### src/hdl/eema_pkg.sv
// constants and types shared by the eeprom module host controller
package eema_pkg;

  // pin and bus geometry
  localparam int ADDR_W = 17;
  localparam int LANES = 4;
  localparam int DATA_W = 8 * LANES;
  localparam int PAGE_LSB = 8;
  localparam int CNT_W = 20;
  localparam int BIT_TOGGLE = 6;
  localparam int BIT_POLL = 7;

  // clock rate and printed times
  localparam int CLK_MHZ = 50;
  localparam int T_WP_NS = 100;
  localparam int T_WPH_NS = 50;
  localparam int T_ACC_NS = 200;
  localparam int T_OEHP_NS = 150;
  localparam int T_BLC_US = 150;
  localparam int T_WC_MS = 10;

  // nanosecond times round up to whole cycles, microsecond and millisecond times scale exactly
  localparam int WP_CYC = (T_WP_NS * CLK_MHZ + 999) / 1000;
  localparam int WPH_CYC = (T_WPH_NS * CLK_MHZ + 999) / 1000;
  localparam int ACC_CYC = (T_ACC_NS * CLK_MHZ + 999) / 1000;
  localparam int OEHP_CYC = (T_OEHP_NS * CLK_MHZ + 999) / 1000;
  localparam int BLC_CYC = T_BLC_US * CLK_MHZ;
  localparam int WC_CYC = T_WC_MS * 1000 * CLK_MHZ;
  localparam int SYNC_LAT = 2;
  localparam int ACCEPT_LEAD = 2;

  // unlock sequence: three fixed writes, replicated on every selected lane
  localparam logic [ADDR_W-1:0] UNL_ADDR0 = 17'h00AAA;
  localparam logic [ADDR_W-1:0] UNL_ADDR1 = 17'h00555;
  localparam logic [ADDR_W-1:0] UNL_ADDR2 = 17'h00AAA;
  localparam logic [7:0] UNL_DATA0 = 8'h3C;
  localparam logic [7:0] UNL_DATA1 = 8'hC3;
  localparam logic [7:0] UNL_DATA2 = 8'h5A;
  localparam logic [1:0] UNL_STEPS = 2'h3;

  // idle pin levels
  localparam logic [LANES-1:0] LANES_OFF = 4'hF;

  typedef enum logic [3:0] {
    EEMA_IDLE, EEMA_WR_SETUP, EEMA_WR_PULSE, EEMA_WR_HOLD, EEMA_WR_RECOV,
    EEMA_PAGE, EEMA_CLOSE, EEMA_RD_ACC, EEMA_RD_REL
  } eema_state_t;

endpackage

### src/hdl/eema_sync.sv
// two flip-flop synchroniser for the data pins
`timescale 1ns/1ps
module eema_sync #(
  parameter int W = 32
) (
  // clock and reset
  input wire logic core_clk,
  input wire logic nrst,
  // asynchronous in, synchronised out
  input wire logic [W-1:0] d,
  output logic [W-1:0] q
);

  typedef struct packed {
    logic [W-1:0] meta;
    logic [W-1:0] sync;
  } eema_sync_t;

  eema_sync_t s_reg;
  eema_sync_t s_next;

  // first stage is read by the second stage only
  always_comb begin
    s_next.meta = d;
    s_next.sync = s_reg.meta;
  end

  always_ff @(posedge core_clk or negedge nrst) begin
    if (!nrst) begin
      s_reg <= '0;
    end else begin
      s_reg <= s_next;
    end
  end

  assign q = s_reg.sync;

endmodule // eema_sync

### src/hdl/eema_host.sv
// host controller driving the asynchronous eeprom module pins
`timescale 1ns/1ps
module eema_host #(
  parameter int BLC_CYC = eema_pkg::BLC_CYC,
  parameter int WC_CYC = eema_pkg::WC_CYC
) (
  // clock and reset
  input wire logic core_clk,
  input wire logic nrst,
  // user request
  input wire logic req_valid,
  output logic req_ready,
  input wire logic req_write,
  input wire logic req_unlock,
  input wire logic req_last,
  input wire logic [eema_pkg::ADDR_W-1:0] req_addr,
  input wire logic [eema_pkg::LANES-1:0] req_lanes,
  input wire logic [eema_pkg::DATA_W-1:0] req_wdata,
  // user answer
  output logic rsp_valid,
  output logic rsp_err,
  output logic [eema_pkg::DATA_W-1:0] rsp_rdata,
  output logic busy,
  // module pins
  output logic [eema_pkg::ADDR_W-1:0] mem_addr,
  output logic [eema_pkg::LANES-1:0] lane_select_n,
  output logic [eema_pkg::LANES-1:0] lane_write_strobe_n,
  output logic out_enable_n,
  output logic [eema_pkg::DATA_W-1:0] data_o,
  output logic data_oe,
  input wire logic [eema_pkg::DATA_W-1:0] data_i
);

  localparam int AW = eema_pkg::ADDR_W;
  localparam int NL = eema_pkg::LANES;
  localparam int DW = eema_pkg::DATA_W;
  localparam int CW = eema_pkg::CNT_W;

  typedef struct packed {
    eema_pkg::eema_state_t st;
    logic [CW-1:0] cnt;
    logic [CW-1:0] win;
    logic [CW-1:0] tmo;
    logic [AW-eema_pkg::PAGE_LSB-1:0] page;
    logic [AW-1:0] addr;
    logic [NL-1:0] lanes;
    logic [DW-1:0] wdata;
    logic [1:0] ustep;
    logic unlock;
    logic cont;
    logic close_req;
    logic rd_poll;
    logic polled;
    logic [NL-1:0] d6_prev;
    logic [AW-1:0] maddr;
    logic [NL-1:0] sel_n;
    logic [NL-1:0] we_n;
    logic oe_n;
    logic [DW-1:0] dout;
    logic doe;
    logic rsp_valid;
    logic rsp_err;
    logic [DW-1:0] rdata;
  } eema_host_t;

  eema_host_t s_reg;
  eema_host_t s_next;
  logic [DW-1:0] din_s;
  logic [NL-1:0] d6_now;
  logic [NL-1:0] d7_now;
  logic [NL-1:0] d7_want;
  logic page_ok;
  logic uphase;
  logic [AW-1:0] cur_addr;
  logic [7:0] cur_byte;

  // legal lane patterns: all four, an aligned pair, or one lane
  function automatic logic lanes_legal(input logic [3:0] m);
    lanes_legal = (m == 4'hF) || (m == 4'h3) || (m == 4'hC) ||
                  (m == 4'h1) || (m == 4'h2) || (m == 4'h4) || (m == 4'h8);
  endfunction

  ////////////////////////////////////////////////////////////////////////////
  // data pins come from outside the clock domain
  eema_sync #(.W(DW)) u_din_sync (
    .core_clk(core_clk),
    .nrst(nrst),
    .d(data_i),
    .q(din_s)
  );

  // per-lane status bits of the last captured read, and the poll bit expected from the write data
  for (genvar i = 0; i < NL; i++) begin : g_lane_bits
    assign d6_now[i] = s_reg.rdata[8*i+eema_pkg::BIT_TOGGLE];
    assign d7_now[i] = s_reg.rdata[8*i+eema_pkg::BIT_POLL];
    assign d7_want[i] = s_reg.wdata[8*i+eema_pkg::BIT_POLL];
  end

  // unlock writes use fixed words until all three are out
  assign uphase = s_reg.unlock && (s_reg.ustep != eema_pkg::UNL_STEPS);
  always_comb begin
    cur_addr = s_reg.addr;
    cur_byte = 8'h00;
    if (s_reg.ustep == 2'h0) begin
      cur_addr = eema_pkg::UNL_ADDR0;
      cur_byte = eema_pkg::UNL_DATA0;
    end else if (s_reg.ustep == 2'h1) begin
      cur_addr = eema_pkg::UNL_ADDR1;
      cur_byte = eema_pkg::UNL_DATA1;
    end else if (s_reg.ustep == 2'h2) begin
      cur_addr = eema_pkg::UNL_ADDR2;
      cur_byte = eema_pkg::UNL_DATA2;
    end
  end

  // a further load joins the open page only with margin left on the window
  assign page_ok = req_write && !req_unlock && lanes_legal(req_lanes) &&
                   (req_addr[AW-1:eema_pkg::PAGE_LSB] == s_reg.page) &&
                   (s_reg.win < CW'(BLC_CYC - eema_pkg::ACCEPT_LEAD));
  assign req_ready = (s_reg.st == eema_pkg::EEMA_IDLE) ||
                     (s_reg.st == eema_pkg::EEMA_PAGE && !s_reg.close_req && page_ok);

  ////////////////////////////////////////////////////////////////////////////
  // next state
  always_comb begin
    s_next = s_reg;
    s_next.rsp_valid = 1'b0;
    s_next.cnt = s_reg.cnt + CW'(1);
    s_next.tmo = s_reg.tmo + CW'(1);
    if (s_reg.win < CW'(BLC_CYC)) begin
      s_next.win = s_reg.win + CW'(1);
    end
    case (s_reg.st)
      eema_pkg::EEMA_IDLE: begin
        if (req_valid) begin
          s_next.addr = req_addr;
          s_next.lanes = req_lanes;
          s_next.wdata = req_wdata;
          s_next.close_req = req_last;
          s_next.cnt = '0;
          s_next.cont = 1'b0;
          if (!lanes_legal(req_lanes)) begin
            s_next.rsp_valid = 1'b1;
            s_next.rsp_err = 1'b1;
          end else if (req_write) begin
            s_next.unlock = req_unlock;
            s_next.ustep = req_unlock ? 2'h0 : eema_pkg::UNL_STEPS;
            s_next.page = req_addr[AW-1:eema_pkg::PAGE_LSB];
            s_next.st = eema_pkg::EEMA_WR_SETUP;
          end else begin
            // plain read: select and output enable fall together
            s_next.rd_poll = 1'b0;
            s_next.maddr = req_addr;
            s_next.sel_n = ~req_lanes;
            s_next.oe_n = 1'b0;
            s_next.st = eema_pkg::EEMA_RD_ACC;
          end
        end
      end
      eema_pkg::EEMA_WR_SETUP: begin
        // address, data and select are steady no later than the strobe fall
        s_next.maddr = uphase ? cur_addr : s_reg.addr;
        s_next.dout = uphase ? {NL{cur_byte}} : s_reg.wdata;
        s_next.doe = 1'b1;
        s_next.oe_n = 1'b1;
        s_next.sel_n = ~s_reg.lanes;
        s_next.we_n = ~s_reg.lanes;
        s_next.win = '0;
        s_next.cnt = '0;
        s_next.st = eema_pkg::EEMA_WR_PULSE;
      end
      eema_pkg::EEMA_WR_PULSE: begin
        // pulse far above the noise floor the device filters out
        if (s_reg.cnt == CW'(eema_pkg::WP_CYC - 1)) begin
          s_next.we_n = eema_pkg::LANES_OFF;
          s_next.st = eema_pkg::EEMA_WR_HOLD;
        end
      end
      eema_pkg::EEMA_WR_HOLD: begin
        // strobe rises first, select and data follow one cycle later
        s_next.sel_n = eema_pkg::LANES_OFF;
        s_next.doe = 1'b0;
        s_next.cnt = '0;
        s_next.st = eema_pkg::EEMA_WR_RECOV;
      end
      eema_pkg::EEMA_WR_RECOV: begin
        if (s_reg.cnt == CW'(eema_pkg::WPH_CYC - 1)) begin
          if (uphase) begin
            s_next.ustep = s_reg.ustep + 2'h1;
            s_next.st = eema_pkg::EEMA_WR_SETUP;
          end else begin
            s_next.st = eema_pkg::EEMA_PAGE;
          end
        end
      end
      eema_pkg::EEMA_PAGE: begin
        if (s_reg.close_req || s_reg.win >= CW'(BLC_CYC - eema_pkg::ACCEPT_LEAD)) begin
          s_next.st = eema_pkg::EEMA_CLOSE;
        end else if (req_valid) begin
          if (page_ok) begin
            s_next.addr = req_addr;
            s_next.lanes = req_lanes;
            s_next.wdata = req_wdata;
            s_next.close_req = req_last;
            s_next.cont = 1'b1;
            s_next.st = eema_pkg::EEMA_WR_SETUP;
          end else begin
            // any other request waits until programming has finished
            s_next.st = eema_pkg::EEMA_CLOSE;
          end
        end
      end
      eema_pkg::EEMA_CLOSE: begin
        // the page only closes once the load window has run out
        if (s_reg.win >= CW'(BLC_CYC)) begin
          s_next.rd_poll = 1'b1;
          s_next.polled = 1'b0;
          s_next.tmo = '0;
          s_next.cnt = '0;
          s_next.maddr = s_reg.addr;
          s_next.sel_n = ~s_reg.lanes;
          s_next.oe_n = 1'b0;
          s_next.st = eema_pkg::EEMA_RD_ACC;
        end
      end
      eema_pkg::EEMA_RD_ACC: begin
        // worst access time plus the synchroniser delay
        if (s_reg.cnt == CW'(eema_pkg::ACC_CYC + eema_pkg::SYNC_LAT - 1)) begin
          s_next.rdata = din_s;
          s_next.sel_n = eema_pkg::LANES_OFF;
          s_next.oe_n = 1'b1;
          s_next.cnt = '0;
          s_next.st = eema_pkg::EEMA_RD_REL;
        end
      end
      eema_pkg::EEMA_RD_REL: begin
        // output enable high long enough for the bus to float and toggle
        if (s_reg.cnt == CW'(eema_pkg::OEHP_CYC - 1)) begin
          s_next.cnt = '0;
          if (!s_reg.rd_poll) begin
            s_next.rsp_valid = 1'b1;
            s_next.rsp_err = 1'b0;
            s_next.st = eema_pkg::EEMA_IDLE;
          end else begin
            s_next.polled = 1'b1;
            s_next.d6_prev = d6_now & s_reg.lanes;
            if (s_reg.polled && ((d6_now & s_reg.lanes) == s_reg.d6_prev) &&
                ((d7_now & s_reg.lanes) == (d7_want & s_reg.lanes))) begin
              s_next.rsp_valid = 1'b1;
              s_next.rsp_err = 1'b0;
              s_next.st = eema_pkg::EEMA_IDLE;
            end else if (s_reg.tmo >= CW'(WC_CYC)) begin
              s_next.rsp_valid = 1'b1;
              s_next.rsp_err = 1'b1;
              s_next.st = eema_pkg::EEMA_IDLE;
            end else begin
              s_next.sel_n = ~s_reg.lanes;
              s_next.oe_n = 1'b0;
              s_next.st = eema_pkg::EEMA_RD_ACC;
            end
          end
        end
      end
      default: begin
        s_next.st = eema_pkg::EEMA_IDLE;
      end
    endcase
  end

  always_ff @(posedge core_clk or negedge nrst) begin
    if (!nrst) begin
      s_reg <= '0;
      s_reg.st <= eema_pkg::EEMA_IDLE;
      s_reg.sel_n <= eema_pkg::LANES_OFF;
      s_reg.we_n <= eema_pkg::LANES_OFF;
      s_reg.oe_n <= 1'b1;
    end else begin
      s_reg <= s_next;
    end
  end

  // pin and answer outputs straight from the state register
  assign mem_addr = s_reg.maddr;
  assign lane_select_n = s_reg.sel_n;
  assign lane_write_strobe_n = s_reg.we_n;
  assign out_enable_n = s_reg.oe_n;
  assign data_o = s_reg.dout;
  assign data_oe = s_reg.doe;
  assign rsp_valid = s_reg.rsp_valid;
  assign rsp_err = s_reg.rsp_err;
  assign rsp_rdata = s_reg.rdata;
  assign busy = (s_reg.st != eema_pkg::EEMA_IDLE);

  ////////////////////////////////////////////////////////////////////////////
  // helper logic for the checks below
  logic [CW-1:0] gap_q;
  logic [1:0] ucnt_q;
  logic we_fall;
  assign we_fall = (lane_write_strobe_n != eema_pkg::LANES_OFF) && (gap_q != '0) &&
                   (s_reg.st == eema_pkg::EEMA_WR_PULSE) && (s_reg.cnt == '0);
  always_ff @(posedge core_clk or negedge nrst) begin
    if (!nrst) begin
      gap_q <= '1;
      ucnt_q <= 2'h0;
    end else begin
      gap_q <= we_fall ? '0 : ((gap_q == '1) ? gap_q : gap_q + CW'(1));
      if (s_reg.st == eema_pkg::EEMA_IDLE) begin
        ucnt_q <= 2'h0;
      end else if (we_fall && uphase) begin
        ucnt_q <= ucnt_q + 2'h1;
      end
    end
  end
endmodule // eema_host

### config.mk
export PLATFORM = sky130hd
export DESIGN_NAME = eema_host
export DESIGN_NICKNAME = d
export VERILOG_FILES = /design/src/hdl/eema_pkg.sv /design/src/hdl/eema_sync.sv /design/src/hdl/eema_host.sv
export SDC_FILE = /design/constraint.sdc
export NUM_CORES = 1
export LEC_CHECK = 0
export ABC_AREA = 1
export BUFFER_PORTS_ARGS = -buffer_cell sky130_fd_sc_hd__buf_2
export CELL_PAD_IN_SITES_DETAIL_PLACEMENT = 0
export CELL_PAD_IN_SITES_GLOBAL_PLACEMENT = 1
export CORE_AREA = 5 5 206 158
export CTS_CLUSTER_SIZE = 25
export DETAILED_ROUTE_END_ITERATION = 10
export DIE_AREA = 0 0 211 163
export PLACE_DENSITY = 0.79
export SYNTH_ARGS = -nofsm -noshare
export SYNTH_HDL_FRONTEND = slang
export SYNTH_SLANG_ARGS = --single-unit
export TNS_END_PERCENT = 50
### constraint.sdc
create_clock -name core_clk -period 2.59 [get_ports core_clk]
set_clock_uncertainty 0.05 [all_clocks]
set_input_delay 0.259 -clock core_clk [delete_from_list [all_inputs] [get_ports core_clk]]
set_output_delay 0.259 -clock core_clk [all_outputs]
set_load 0.005 [all_outputs]
==> impl_results.md <==
- Status: finished, final reports clean
- Fill count: 2877
- Reg clk slew, reported paths: 0.06 ns
- Critical Path Source Type: input port
- Syn_nets: 1554
- Worst IR Drop VDD: 0.630 mV
- Final ANT Viol Nets: 0
- Fmax: 0.417 GHz
- Worst Hold End: lane_select_n[0]
- RD Place Congestion: 0.852
- Initial antenna violation count: 0
- Area Overhead vs Synth: 21.3%
- Register bit count reported by yosys: 293
- PD cells: 973 mW/mm^2
- GRT Overall Usage: 18.5%
- Total negative slack: 0 ns
- Critical path class: input port to output port
- Top post-synthesis cells by count: nand2_1 (344), dfrtp_1 (284), nor2_1 (167)
- Register area share after synthesis: 55.9%
- Synth top area share: 54.1%
- Clock Sinks: 293
- Global-route wire length before repair: 52300 um
- EDFF count, synth: 0
- Wire per inst: 15.2 um
- Worst reg2reg setup slack: 0.35 ns
- DP Cell Count: 1941
- Core Region: 0.0305 mm^2
- Area of the multi-input gates: 0.00447 mm^2
- RSZ-0062 raised after global routing: false
- Synth Flop Type: dfrtp_1
- Global route overflow: 0
- Largest register FFs: 132
- Clk buf depth: 3
- Input/output buffers: 185
- Top-Level Pins: 186
- Share of cells above drive strength 1: 19.8%
- Drt via density: 4.81
- Leading post-synthesis cells by cell area: dfrtp_1 (54%), nand2_1 (9.8%), buf_4 (5.4%), nor2_1 (4.8%), o21ai_0 (3.6%)
- Critical R2R Capture: mem_addr[4]
- Largest net degree at the start of global routing: 76
- Vias in the first global route: 9810
- Worst hold path cell count: 4
- Worst-Skew Late Latency: 0.58 ns
- CTS Root Cell: clkbuf_16
- Initial Utilization: 43.0%
- Final Core Density: 52.1%
- Fin crit share: 92.7%
- Via count: 10000
- CP max stage delay: 0.53 ns
- Slew headroom: 42.9%
- Syn avg cell area: 9.04 um^2
- Worst-margin pin slew: 0.857 ns
- Critical path's slowest cell: dlygate4sd3_1
- CP Capture Type: output port
- HP Start: req_lanes[0]
- Drt total wl: 31800 um
- HP Class: input port to flip-flop
- Yosys top cell by area: dfrtp_1
- Setup violators final: 0
- Sequential Area: 0.00734 mm^2
- Layout net count: 1758
- RR Startpoint: s_reg[227]
- Final Non-Filler Cells: 2086
- YS warnings: 0
- HPWL after DPL: 22000 um
- Most common cell in the netlist: nand2_1
- P_leak: 0.00775 uW
- Hold Fails Final Rpt: 0
- CTS Buf Count: 31
- Die ar.: 0.0344 mm^2
- Hold slack: 0.0527 ns
- Crit Path Max Fanout: 4
- DRT Pass-1 Iters: 5
- Drt drc: 0
- TritonCTS clock tree: done
- ANT cells: 0
- Mapped cell area: 0.0131 mm^2
- CP required: 2.28 ns
- Chip height: 163 um
- Crit-path cells: dlygate4sd3_1 -> buf_2 -> inv_1 -> nand2_1 -> o21ai_0 -> nor2_1 -> nand3_1 -> nor3_2 -> nand3_1 -> o21ai_1 -> buf_2
- R2R depth: 10
- DRT iter0 DRCs: 799
- Syn Inst Count: 1452
- Slew Viols, Final: 0
- Async SR Flop Fraction: 100%
- Max-cap viol count: 0
- Post-synth cell types: 43
- Worst EP arrival: 2.09 ns
- Number of H-tree levels: 1
- Die X: 211 um
- Std cell rows: 56
- Tmin final: 2.40 ns
==> layout make-up <==
class / count / area share, %
Clock inverter: 16 / 1.14
Timing Repair Buffer: 299 / 13.1
Inverter: 119 / 2.82
Multi-Input combinational cell: 912 / 28.1
Tap cell: 406 / 3.19
Sequential cell: 293 / 46.1
Clock buffer: 41 / 5.55
==> how the worst max path moves through the flow <==
stage	startpoint	endpoint
2_1_floorplan	s_reg[102]	mem_addr[11]
3_3_place_gp	s_reg[103]	mem_addr[11]
3_5_place_dp	req_lanes[0]	s_reg[125]
4_1_cts	s_reg[161]	req_ready
5_1_grt	s_reg[162]	req_ready
6_report	req_addr[12]	req_ready
==> logic make-up after synthesis <==
kind of cell	synth area share [%]
AOI/OAI and AO/OA	8.54
xor gates and xnor gates	1.67
adders and majority gates	1.05
buffers and inverters	10.0
DFF	55.9
muxes	2.66
and+or+nand+nor	20.1
==> worst max-delay path: cells and delay by family <==
family | cells | cell delay, ns
buffers and inverters | 4 | 0.93
and+or+nand+nor | 5 | 0.57
AOI/OAI and AO/OA | 2 | 0.33
==> per-stage QoR <==
stage,instance area (um^2),power [uW],worst slack [ns]
after floorplan,13100,9650,0.722
after global routing,15900,16600,0.0673
after CTS,15900,15700,0.126
final,15900,15500,0.190
after global placement,14000,10800,0.418
after detailed placement,14000,10900,0.349
==> routing by layer <==
metal / global-route usage [%] / part of all wire, % / routed length, um / vias up
met5: 0 / 0 / 0 / -
met4: 4.65 / 2.6 / 813 / 0
met3: 3.87 / 6.0 / 1900 / 58
met2: 28.3 / 45 / 14200 / 236
met1: 27.1 / 47 / 14900 / 4745
li1: - / - / - / 5001
==> placed cells by master (no fill, tap or decap), types with 4 or more instances in the layout <==
master / synthesis / layout
o211ai_1: 6 / 6
xnor2_1: 9 / 9
nand4_1: 11 / 11
o21ai_1: 19 / 20
a31oi_1: 11 / 11
dlygate4sd3_1: 0 / 88
inv_1: 115 / 115
clkinv_2: 0 / 9
ha_1: 11 / 11
clkbuf_16: 0 / 31
clkbuf_8: 0 / 7
buf_2: 11 / 184
nor3_1: 28 / 28
mux2_2: 31 / 31
nand3_1: 65 / 65
o21ai_2: 5 / 5
nor2_1: 167 / 167
dfrtp_1: 284 / 284
nand2_2: 3 / 4
a21oi_1: 56 / 56
a22oi_1: 5 / 5
xor2_1: 16 / 16
buf_4: 94 / 20
o21ai_0: 94 / 93
nand2_1: 344 / 343
buf_12: 0 / 6
dfstp_2: 9 / 9
nor2_2: 6 / 6
==> report_power, final <==
part | switching (uW) | total [uW] | leakage [uW] | internal (uW)
sequential | 671 | 6320 | 0.00370 | 5640
combinational | 2880 | 4620 | 0.00352 | 1740
clock | 1860 | 4560 | 0.000530 | 2700
total | 5400 | 15500 | 0.00775 | 10100
==> repair_timing <==
| action | in CTS | in global routing |
|---|---|---|
| hold endpoints to repair | 172 | 0 |
| buffers inserted | 0 | 0 |
| hold buffers | 88 | 0 |
| endpoints found under the setup margin | 0 | 1 |
| resized for setup | 0 | 1 |
Power figures use the tool's default switching activity.
